--- src/verilog/fwcs_defs.svh ---
// constants of the four-wire chip-select serial port
//
// Summary of operation
// - As master, the port drives serial clock and output data itself.
// - As slave, data shifts on the outside clock only while chip select is low.
// - Holding write with transmit enabled clears tx_empty_flag; byte moves to shift register.
// - Byte reaching shift register sets tx_empty_flag; shifting starts; empty interrupt if enabled.
// - Held byte at frame end loads at once; next frame follows gapless.
// - Eighth bit sent with holding empty sets and holds tx_end_flag; interrupt if enabled.
// - After transmit end serial clock stays high; master drives chip select high.
// - No transmission while overrun_flag is set; software clears it first.
// - Master data out floats with chip select; slave input ignored while select high.
// - Master receive and clocking start on a dummy receive data read.
// - Eight bits received store the byte and set rx_full_flag; interrupt if enabled.
// - Reading receive data clears rx_full_flag.
// - With rx_stop_after_byte set, master clocks exactly one byte then stops.
// - Receive data read with receive_enable set restarts master receive clocks.
// - Eighth clock with rx_full_flag set sets overrun_flag and halts until cleared.
// - With clock_phase_select high the receive flags set before the frame ends.
// - Synchronised chip select low during arbitration sets conflict_flag, clears master_select.
// - No transmission while conflict_flag is set; software clears it first.
// - Four-wire bytes always shift most significant bit first.
`ifndef FWCS_DEFS_SVH
`define FWCS_DEFS_SVH

`define FWCS_EDGE_LAST      5'h10
`define FWCS_EDGE_LAST_ODD  5'h0F
`define FWCS_EDGE_FIRST     5'h01
`define FWCS_HALF_DIV       8'h04
`define FWCS_TX_EMPTY_RST   1'b1
`define FWCS_MS_RST         1'b0
`define FWCS_BYTE_RST       8'h00
`define FWCS_SYNC_RST       1'b1

`endif

--- src/verilog/fwcs_pkg.sv ---
// types shared by the four-wire chip-select serial port
`default_nettype none
package fwcs_pkg;
    typedef enum logic [1:0] {
        FWCS_IDLE = 2'b01,
        FWCS_RUN  = 2'b10
    } fwcs_state_e;
    typedef logic [7:0] fwcs_byte_t;
    typedef logic [4:0] fwcs_edge_t;
endpackage
`default_nettype wire

--- src/verilog/fwcs_port.sv ---
// four-wire chip-select serial port: transfer engine, flags and pins
`default_nettype none
`include "fwcs_defs.svh"
module fwcs_port
    import fwcs_pkg::*;
#(
    parameter logic [7:0] HALF_DIV = `FWCS_HALF_DIV
) (
    input  wire logic       sys_clk,
    input  wire logic       resetn,
    input  wire logic       transmit_enable,
    input  wire logic       receive_enable,
    input  wire logic       rx_stop_after_byte,
    input  wire logic       clock_phase_select,
    input  wire logic       four_wire_select,
    input  wire logic       cs_output_select,
    input  wire logic       master_select_wr,
    input  wire logic       master_select_wdata,
    input  wire logic       tx_irq_enable,
    input  wire logic       tx_end_irq_enable,
    input  wire logic       rx_irq_enable,
    input  wire logic       tx_wr,
    input  wire logic [7:0] tx_wdata,
    input  wire logic       rx_rd,
    input  wire logic       overrun_clr,
    input  wire logic       conflict_clr,
    output logic      [7:0] rx_data,
    output logic            tx_empty_flag,
    output logic            tx_end_flag,
    output logic            rx_full_flag,
    output logic            overrun_flag,
    output logic            conflict_flag,
    output logic            master_select,
    output logic            tx_empty_irq,
    output logic            tx_end_irq,
    output logic            rx_full_irq,
    output logic            overrun_irq,
    input  wire logic       serial_clock_pin_in,
    output logic            serial_clock_pin_out,
    output logic            serial_clock_pin_oe,
    input  wire logic       serial_in_pin,
    output logic            serial_out_pin_out,
    output logic            serial_out_pin_oe,
    input  wire logic       chip_select_pin_in,
    output logic            chip_select_pin_out,
    output logic            chip_select_pin_oe
);
    fwcs_state_e state_r, state_nxt;
    logic [7:0]  div_r, div_nxt;
    fwcs_edge_t  cnt_r, cnt_nxt;
    logic        sck_r, sck_nxt;
    logic        cs_n_r, cs_n_nxt;
    logic        sck_d_r;
    fwcs_byte_t  hold_r, hold_nxt;
    fwcs_byte_t  txs_r, txs_nxt;
    fwcs_byte_t  rxs_r, rxs_nxt;
    fwcs_byte_t  rxd_r, rxd_nxt;
    logic        empty_r, empty_nxt;
    logic        tx_end_flag_r, tx_end_flag_nxt;
    logic        full_r, full_nxt;
    logic        ovr_r, ovr_nxt;
    logic        ce_r, ce_nxt;
    logic        ms_r, ms_nxt;
    logic        go_r, go_nxt;
    logic [1:0]  cs_hist_r, cs_hist_nxt;
    logic        sck_s, sin_s, cs_s;
    logic        can_tx, arb_on, cs_ok, edge_ev, start, arb_quiet;
    logic        tx_load, rx_store, ovr_ev, arb_fail, frame_end, last_samp;

    fwcs_sync #(
        .W(3)
    ) u_sync (
        .sys_clk(sys_clk),
        .resetn (resetn),
        .din    ({serial_clock_pin_in, serial_in_pin, chip_select_pin_in}),
        .dout   ({sck_s, sin_s, cs_s})
    );

    // sample edges: odd ones with phase high, even ones otherwise
    function automatic logic is_samp(input fwcs_edge_t n, input logic ph);
        is_samp = ph ? n[0] : !n[0];
    endfunction

    function automatic logic is_last(input fwcs_edge_t n, input logic ph);
        is_last = ph ? (n == `FWCS_EDGE_LAST_ODD) : (n == `FWCS_EDGE_LAST);
    endfunction

    assign can_tx = transmit_enable && !empty_r && !ovr_r && !ce_r;
    assign arb_on = four_wire_select && cs_output_select && ms_r;
    assign cs_ok  = !four_wire_select || !cs_s;
    // own select still low in the synchroniser after a frame must not read as a conflict
    assign cs_hist_nxt = {cs_hist_r[0], cs_n_r};
    assign arb_quiet   = cs_n_r && (&cs_hist_r);

    always_comb begin
        state_nxt = state_r;
        div_nxt   = div_r;
        cnt_nxt   = cnt_r;
        sck_nxt   = sck_r;
        hold_nxt  = hold_r;
        txs_nxt   = txs_r;
        rxs_nxt   = rxs_r;
        rxd_nxt   = rxd_r;
        empty_nxt = empty_r;
        tx_end_flag_nxt  = tx_end_flag_r;
        full_nxt  = full_r;
        ovr_nxt   = ovr_r;
        ce_nxt    = ce_r;
        ms_nxt    = ms_r;
        go_nxt    = go_r;
        start     = 1'b0;
        edge_ev   = 1'b0;
        tx_load   = 1'b0;
        rx_store  = 1'b0;
        ovr_ev    = 1'b0;
        arb_fail  = 1'b0;
        frame_end = 1'b0;
        last_samp = 1'b0;
        unique case (state_r)
            FWCS_IDLE: begin
                sck_nxt = 1'b1;
                cnt_nxt = '0;
                div_nxt = HALF_DIV - 8'h01;
                if (ms_r) begin
                    if (arb_on && arb_quiet && !cs_s) begin
                        arb_fail = 1'b1;
                    end else if (can_tx || (!transmit_enable && receive_enable && go_r && !ovr_r)) begin
                        start = 1'b1;
                    end
                end else if ((can_tx || (receive_enable && !ovr_r)) && cs_ok) begin
                    start = 1'b1;
                end
                if (start) begin
                    state_nxt = FWCS_RUN;
                    tx_load   = can_tx;
                    go_nxt    = 1'b0;
                end
            end
            FWCS_RUN: begin
                if (!transmit_enable && !receive_enable) begin
                    state_nxt = FWCS_IDLE;
                end else if (ms_r) begin
                    // master makes its own clock from the divider
                    if (div_r == 8'h00) begin
                        div_nxt = HALF_DIV - 8'h01;
                        sck_nxt = !sck_r;
                        edge_ev = 1'b1;
                    end else begin
                        div_nxt = div_r - 8'h01;
                    end
                end else if (!cs_ok) begin
                    state_nxt = FWCS_IDLE;
                end else begin
                    edge_ev = sck_s != sck_d_r;
                end
                if (edge_ev) begin
                    cnt_nxt = cnt_r + `FWCS_EDGE_FIRST;
                    if (is_samp(cnt_nxt, clock_phase_select)) begin
                        rxs_nxt   = {rxs_r[6:0], sin_s};
                        last_samp = is_last(cnt_nxt, clock_phase_select);
                    end else if (cnt_nxt != `FWCS_EDGE_FIRST && cnt_nxt != `FWCS_EDGE_LAST) begin
                        txs_nxt = {txs_r[6:0], 1'b0};
                    end
                    if (last_samp && receive_enable) begin
                        if (full_r) begin
                            ovr_ev    = 1'b1;
                            state_nxt = FWCS_IDLE;
                        end else begin
                            rx_store = 1'b1;
                            rxd_nxt  = rxs_nxt;
                        end
                    end
                    if (cnt_nxt == `FWCS_EDGE_LAST && !ovr_ev) begin
                        frame_end = 1'b1;
                        cnt_nxt   = '0;
                        if (can_tx) begin
                            tx_load = 1'b1;
                        end else if (transmit_enable) begin
                            tx_end_flag_nxt  = 1'b1;
                            state_nxt = FWCS_IDLE;
                        end else if (ms_r && (rx_stop_after_byte || !receive_enable)) begin
                            state_nxt = FWCS_IDLE;
                        end
                    end
                end
            end
        endcase
        if (tx_load) begin
            txs_nxt   = hold_r;
            empty_nxt = 1'b1;
            tx_end_flag_nxt  = 1'b0;
        end
        // a write in the load cycle still leaves the new byte held
        if (tx_wr && transmit_enable) begin
            hold_nxt  = tx_wdata;
            empty_nxt = 1'b0;
            tx_end_flag_nxt  = 1'b0;
        end
        if (rx_rd) begin
            full_nxt = 1'b0;
            go_nxt   = receive_enable;
        end
        if (!receive_enable) begin
            go_nxt = 1'b0;
        end
        if (rx_store) begin
            full_nxt = 1'b1;
        end
        if (overrun_clr) begin
            ovr_nxt = 1'b0;
        end
        if (ovr_ev) begin
            ovr_nxt = 1'b1;
        end
        if (conflict_clr) begin
            ce_nxt = 1'b0;
        end
        if (master_select_wr) begin
            ms_nxt = master_select_wdata;
        end
        if (arb_fail) begin
            ce_nxt = 1'b1;
            ms_nxt = 1'b0;
        end
    end

    assign cs_n_nxt = state_nxt != FWCS_RUN;

    always_ff @(posedge sys_clk or negedge resetn) begin
        if (!resetn) begin
            state_r <= FWCS_IDLE;
            div_r   <= `FWCS_HALF_DIV;
            cnt_r   <= '0;
            sck_r   <= 1'b1;
            cs_n_r  <= 1'b1;
            sck_d_r <= `FWCS_SYNC_RST;
            hold_r  <= `FWCS_BYTE_RST;
            txs_r   <= `FWCS_BYTE_RST;
            rxs_r   <= `FWCS_BYTE_RST;
            rxd_r   <= `FWCS_BYTE_RST;
            empty_r <= `FWCS_TX_EMPTY_RST;
            tx_end_flag_r  <= 1'b0;
            full_r  <= 1'b0;
            ovr_r   <= 1'b0;
            ce_r    <= 1'b0;
            ms_r    <= `FWCS_MS_RST;
            go_r    <= 1'b0;
            cs_hist_r <= {2{`FWCS_SYNC_RST}};
        end else begin
            state_r <= state_nxt;
            div_r   <= div_nxt;
            cnt_r   <= cnt_nxt;
            sck_r   <= sck_nxt;
            cs_n_r  <= cs_n_nxt;
            sck_d_r <= sck_s;
            hold_r  <= hold_nxt;
            txs_r   <= txs_nxt;
            rxs_r   <= rxs_nxt;
            rxd_r   <= rxd_nxt;
            empty_r <= empty_nxt;
            tx_end_flag_r  <= tx_end_flag_nxt;
            full_r  <= full_nxt;
            ovr_r   <= ovr_nxt;
            ce_r    <= ce_nxt;
            ms_r    <= ms_nxt;
            go_r    <= go_nxt;
            cs_hist_r <= cs_hist_nxt;
        end
    end

    assign rx_data       = rxd_r;
    assign tx_empty_flag = empty_r;
    assign tx_end_flag   = tx_end_flag_r;
    assign rx_full_flag  = full_r;
    assign overrun_flag  = ovr_r;
    assign conflict_flag = ce_r;
    assign master_select = ms_r;

    assign tx_empty_irq = empty_r && tx_irq_enable;
    assign tx_end_irq   = tx_end_flag_r && tx_end_irq_enable;
    assign rx_full_irq  = full_r && rx_irq_enable;
    assign overrun_irq  = ovr_r && rx_irq_enable;

    assign serial_clock_pin_out = sck_r;
    assign serial_clock_pin_oe  = ms_r;
    assign chip_select_pin_out  = cs_n_r;
    assign chip_select_pin_oe   = arb_on;
    assign serial_out_pin_out   = txs_r[7];
    // master out floats with the select pin; slave only drives while selected
    assign serial_out_pin_oe = ms_r ? (four_wire_select ? arb_on : transmit_enable)
                                    : (transmit_enable && cs_ok);
endmodule
`default_nettype wire

--- src/verilog/fwcs_sync.sv ---
// two-flop synchroniser for the serial pins
`default_nettype none
`include "fwcs_defs.svh"
module fwcs_sync #(
    parameter int W = 3
) (
    input  wire logic         sys_clk,
    input  wire logic         resetn,
    input  wire logic [W-1:0] din,
    output logic      [W-1:0] dout
);
    logic [W-1:0] meta_r;
    logic [W-1:0] hold_r;

    always_ff @(posedge sys_clk or negedge resetn) begin
        if (!resetn) begin
            meta_r <= {W{`FWCS_SYNC_RST}};
            hold_r <= {W{`FWCS_SYNC_RST}};
        end else begin
            meta_r <= din;
            hold_r <= meta_r;
        end
    end

    assign dout = hold_r;
endmodule
`default_nettype wire
--- config.mk ---
export PLATFORM = sky130hd
export DESIGN_NAME = fwcs_port
export DESIGN_NICKNAME = d
export VERILOG_FILES = /design/src/verilog/fwcs_pkg.sv /design/src/verilog/fwcs_port.sv /design/src/verilog/fwcs_sync.sv
export VERILOG_INCLUDE_DIRS = /design/src /design/src/verilog
export SDC_FILE = /design/constraint.sdc
export NUM_CORES = 1
export LEC_CHECK = 0
export BUFFER_PORTS_ARGS = -buffer_cell sky130_fd_sc_hd__clkbuf_2
export CELL_PAD_IN_SITES_DETAIL_PLACEMENT = 1
export CELL_PAD_IN_SITES_GLOBAL_PLACEMENT = 2
export CORE_MARGIN = 5
export CORE_UTILIZATION = 36
export CTS_CLUSTER_SIZE = 8
export DETAILED_ROUTE_END_ITERATION = 10
export PLACE_DENSITY_LB_ADDON = 0.05
export SLEW_MARGIN = 20
export SYNTH_ARGS = -nofsm -noshare
export SYNTH_HDL_FRONTEND = slang
export SYNTH_SLANG_ARGS = --single-unit
export TNS_END_PERCENT = 20
--- constraint.sdc ---
create_clock -name sys_clk -period 3.5 [get_ports sys_clk]
set_clock_uncertainty 0.05 [all_clocks]
set_input_delay 0.35 -clock sys_clk [delete_from_list [all_inputs] [get_ports sys_clk]]
set_output_delay 0.35 -clock sys_clk [all_outputs]
set_load 0.01 [all_outputs]
==> out/metrics.yaml <==
run_status:
  outcome: "complete, no violations"
worst_setup_path:
  cpMaxStageDelayCell: "or4_1"
  crit_type: "reg -> reg"
  critPathBufInv: 0
  startpoint: "div_r[3]"
  r2r_end: "txs_r[1]"
  reg2reg_slack_ns: 0.53
  timing.rr.start: "div_r[3]"
  start_kind: "flop"
  ff2ff_path_depth: 6
  path_delay_family: "simple AND/OR/NAND/NOR gates"
  cp.arrival_ns: 3.14
  cp_slowest_stage_delay_ns: 0.64
  crit_chain: "or4_4, or4_1, a21oi_2, a32o_1, nand2_2, a2bb2oi_1"
  required_ns: 3.67
  endpoint_kind: "flop"
  path_max_fanout: 10
sta:
  rsz0062_at_grt: "false"
  slew_viol_final: 0
  fmax_mhz: 337
  worst_slack_ns: 0.534
  worstMarginPinSlew_ns: 0.837
  period_share: 0.848
  setup_viol: 0
  holdWs_ns: 0.0325
  final.setup.tns_ns: 0
  relSlewSlack: 0.442
  hold_viol: 0
  period_needed_ns: 2.97
clock_network:
  root_buffer: "clkbuf_8"
  clk_latency_ns: 0.34
  cts_resized: 0
  cts_tree: "built"
  cts_inserted_buffers: 9
  clk_pin_slew_ns: 0.08
  clock-sinks: 65
  cts-hold-fix-buffers: 0
  h-tree-depth: 3
  clockBufferDepth: 2
  post_cts_buffers: 0
drt:
  vias: 2363
  antenna_left: 0
  wl_per_cell_um: 16.8
  finalWirelength_mm: 7.57
  vias_per_cell: 5.24
  first_pass_iters: 4
  drt_iter0_drc: 44
  drc: 0
job:
  cap_violations: 0
placement:
  place_worst_setup_slack_ns: 0.542
  portBuffers: 51
  dp_hpwl_mm: 5.45
  gp_congestion: 0.726
  dpl_cell_area_um2: 3530
cells_and_area:
  drive_gt1_frac: 0.367
  area_growth_pct: 19.0
  finalNetCount: 371
  fin_util: 0.434
  fin_area_um2: 3750
  antennaDiodeCount: 0
  fill_cells: 972
synthesis:
  syn_inst: 282
  yosysTopAreaCell: "dfrtp_1"
  ys_ff_latch: 65
  ys_types: 53
  yosys.area.top_type_share: 0.405
  ys.flop_type: "dfrtp_1"
  mappedNetlistNets: 315
  avgSynthCellArea_um2: 11.2
  ys_seq_area_frac: 0.522
  async_flop_share: 1.00
  synthTopCellsByArea: "dfrtp_1 41%, mux2_2 12%, dfstp_2 12%"
  syn-cell-area_um2: 3150
  ys_warn_count: 0
  synth-edff-count: 0
global_route:
  grt-ovfl-total: 0
  grt_pass1_vias: 2477
  grtUsageTotal: 0.146
  grt_pass1_wl_mm: 12.8
  antenna_found_initial: 0
  grt_max_degree: 66
min_path:
  worstHoldStart: "chip_select_pin_in"
  whs_path_depth: 1
  whs_endpoint: "u_sync.meta_r[0]"
  hold_path_class: "in -> reg"
power_and_ir_drop:
  p_leak_nw: 1.70
  irDropWorstVdd_uv: 258
  power_density_nw_per_um2: 668
floorplanning:
  initial_core_util: 0.365
  die_y_um: 104
  chipWidth_um: 104
  coreArea_um2: 8640
  die-area_um2: 10700
  pin_count: 52
  num_rows: 34
[state kept, by name, indices dropped and copies added, names as in the netlist, 2 cells and up]
signal and cells:
u_sync.dout 3, div_r 8, cs_hist_r 2, rx_data 8, hold_r 8, txs_r 8
u_sync.meta_r 3, rxs_r 8, state_r 2, cnt_r 5
[stage by stage]
| stage | power [mW] | std cells |
|---|---|---|
| 2_1_floorplan | 1.61 | 282 |
| 3_3_place_gp | 1.83 | 435 |
| 3_5_place_dp | 1.84 | 435 |
| 4_1_cts | 2.54 | 451 |
| 5_1_grt | 2.69 | 451 |
| 6_report | 2.50 | 451 |
[per-layer routing]
| metal | share of wire | GRT usage | up-vias |
|---|---|---|---|
| met5 | 0 | 0 | - |
| met4 | 0.013 | 0.0506 | 0 |
| met3 | 0.028 | 0.0348 | 8 |
| met2 | 0.48 | 0.220 | 31 |
| met1 | 0.48 | 0.206 | 1191 |
| li1 | - | - | 1133 |
[worst max-delay path by stage]
stage | to | cells after the start
after floorplan | rx_data[0] | 6
after global placement | txs_r[3] | 6
after detailed placement | txs_r[3] | 6
after CTS | txs_r[1] | 6
after global routing | txs_r[1] | 6
final | txs_r[1] | 6
[logic make-up after synthesis]
kind of cell / share of synthesized area
AND/OR/NAND/NOR: 0.135
AO/OA/AOI/OAI: 0.147
flip-flops: 0.522
multiplexers: 0.121
buffers and inverters: 0.0298
XOR/XNOR: 0.0250
adder cells (fa/ha/maj): 0.0199
[synthesized netlist by cell type (all sizes together), types with 2 or more instances]
cell type and n:
and3 2, nand4 2, or4 5, nand2b 5, a32oi 7, o21ai 23, and2 7, dfstp 14
ha 5, xnor2 2, a2bb2oi 9, buf 5, nor2 11, clkbuf 6, mux2 33, o21a 4
o22ai 3, inv 12, xor2 7, dfrtp 51, o211ai 3, nand2 27, a21oi 9, nand3 5
or3 4, nor3b 2
[layout by cell type, fill, tap and decap left out, types with 8 or more instances in the layout]
cell type  count
nand2_1       26
o21ai_0       22
clkbuf_8      11
a21oi_1        8
dfstp_2       14
nor2_1        11
mux2_2        33
dfrtp_1       51
clkbuf_2      50
a2bb2oi_1      9
inv_1         12
[power by group]
part / total (mW) / internal [mW] / switching, mW
sequential: 1.10 / 0.957 / 0.141
combinational: 0.714 / 0.321 / 0.393
clock: 0.692 / 0.372 / 0.320
[final cells by class]
cell class                      count  area (µm²)  area share
Clock buffer                       11         151      0.0404
Clock inverter                      5        62.6      0.0167
Inverter                           12        45.0      0.0120
Multi-Input combinational cell    194        1420       0.378
Sequential cell                    65        1640       0.439
Tap cell                          108         135      0.0360
Timing Repair Buffer               56         293      0.0781
Power figures use the tool's default switching activity.
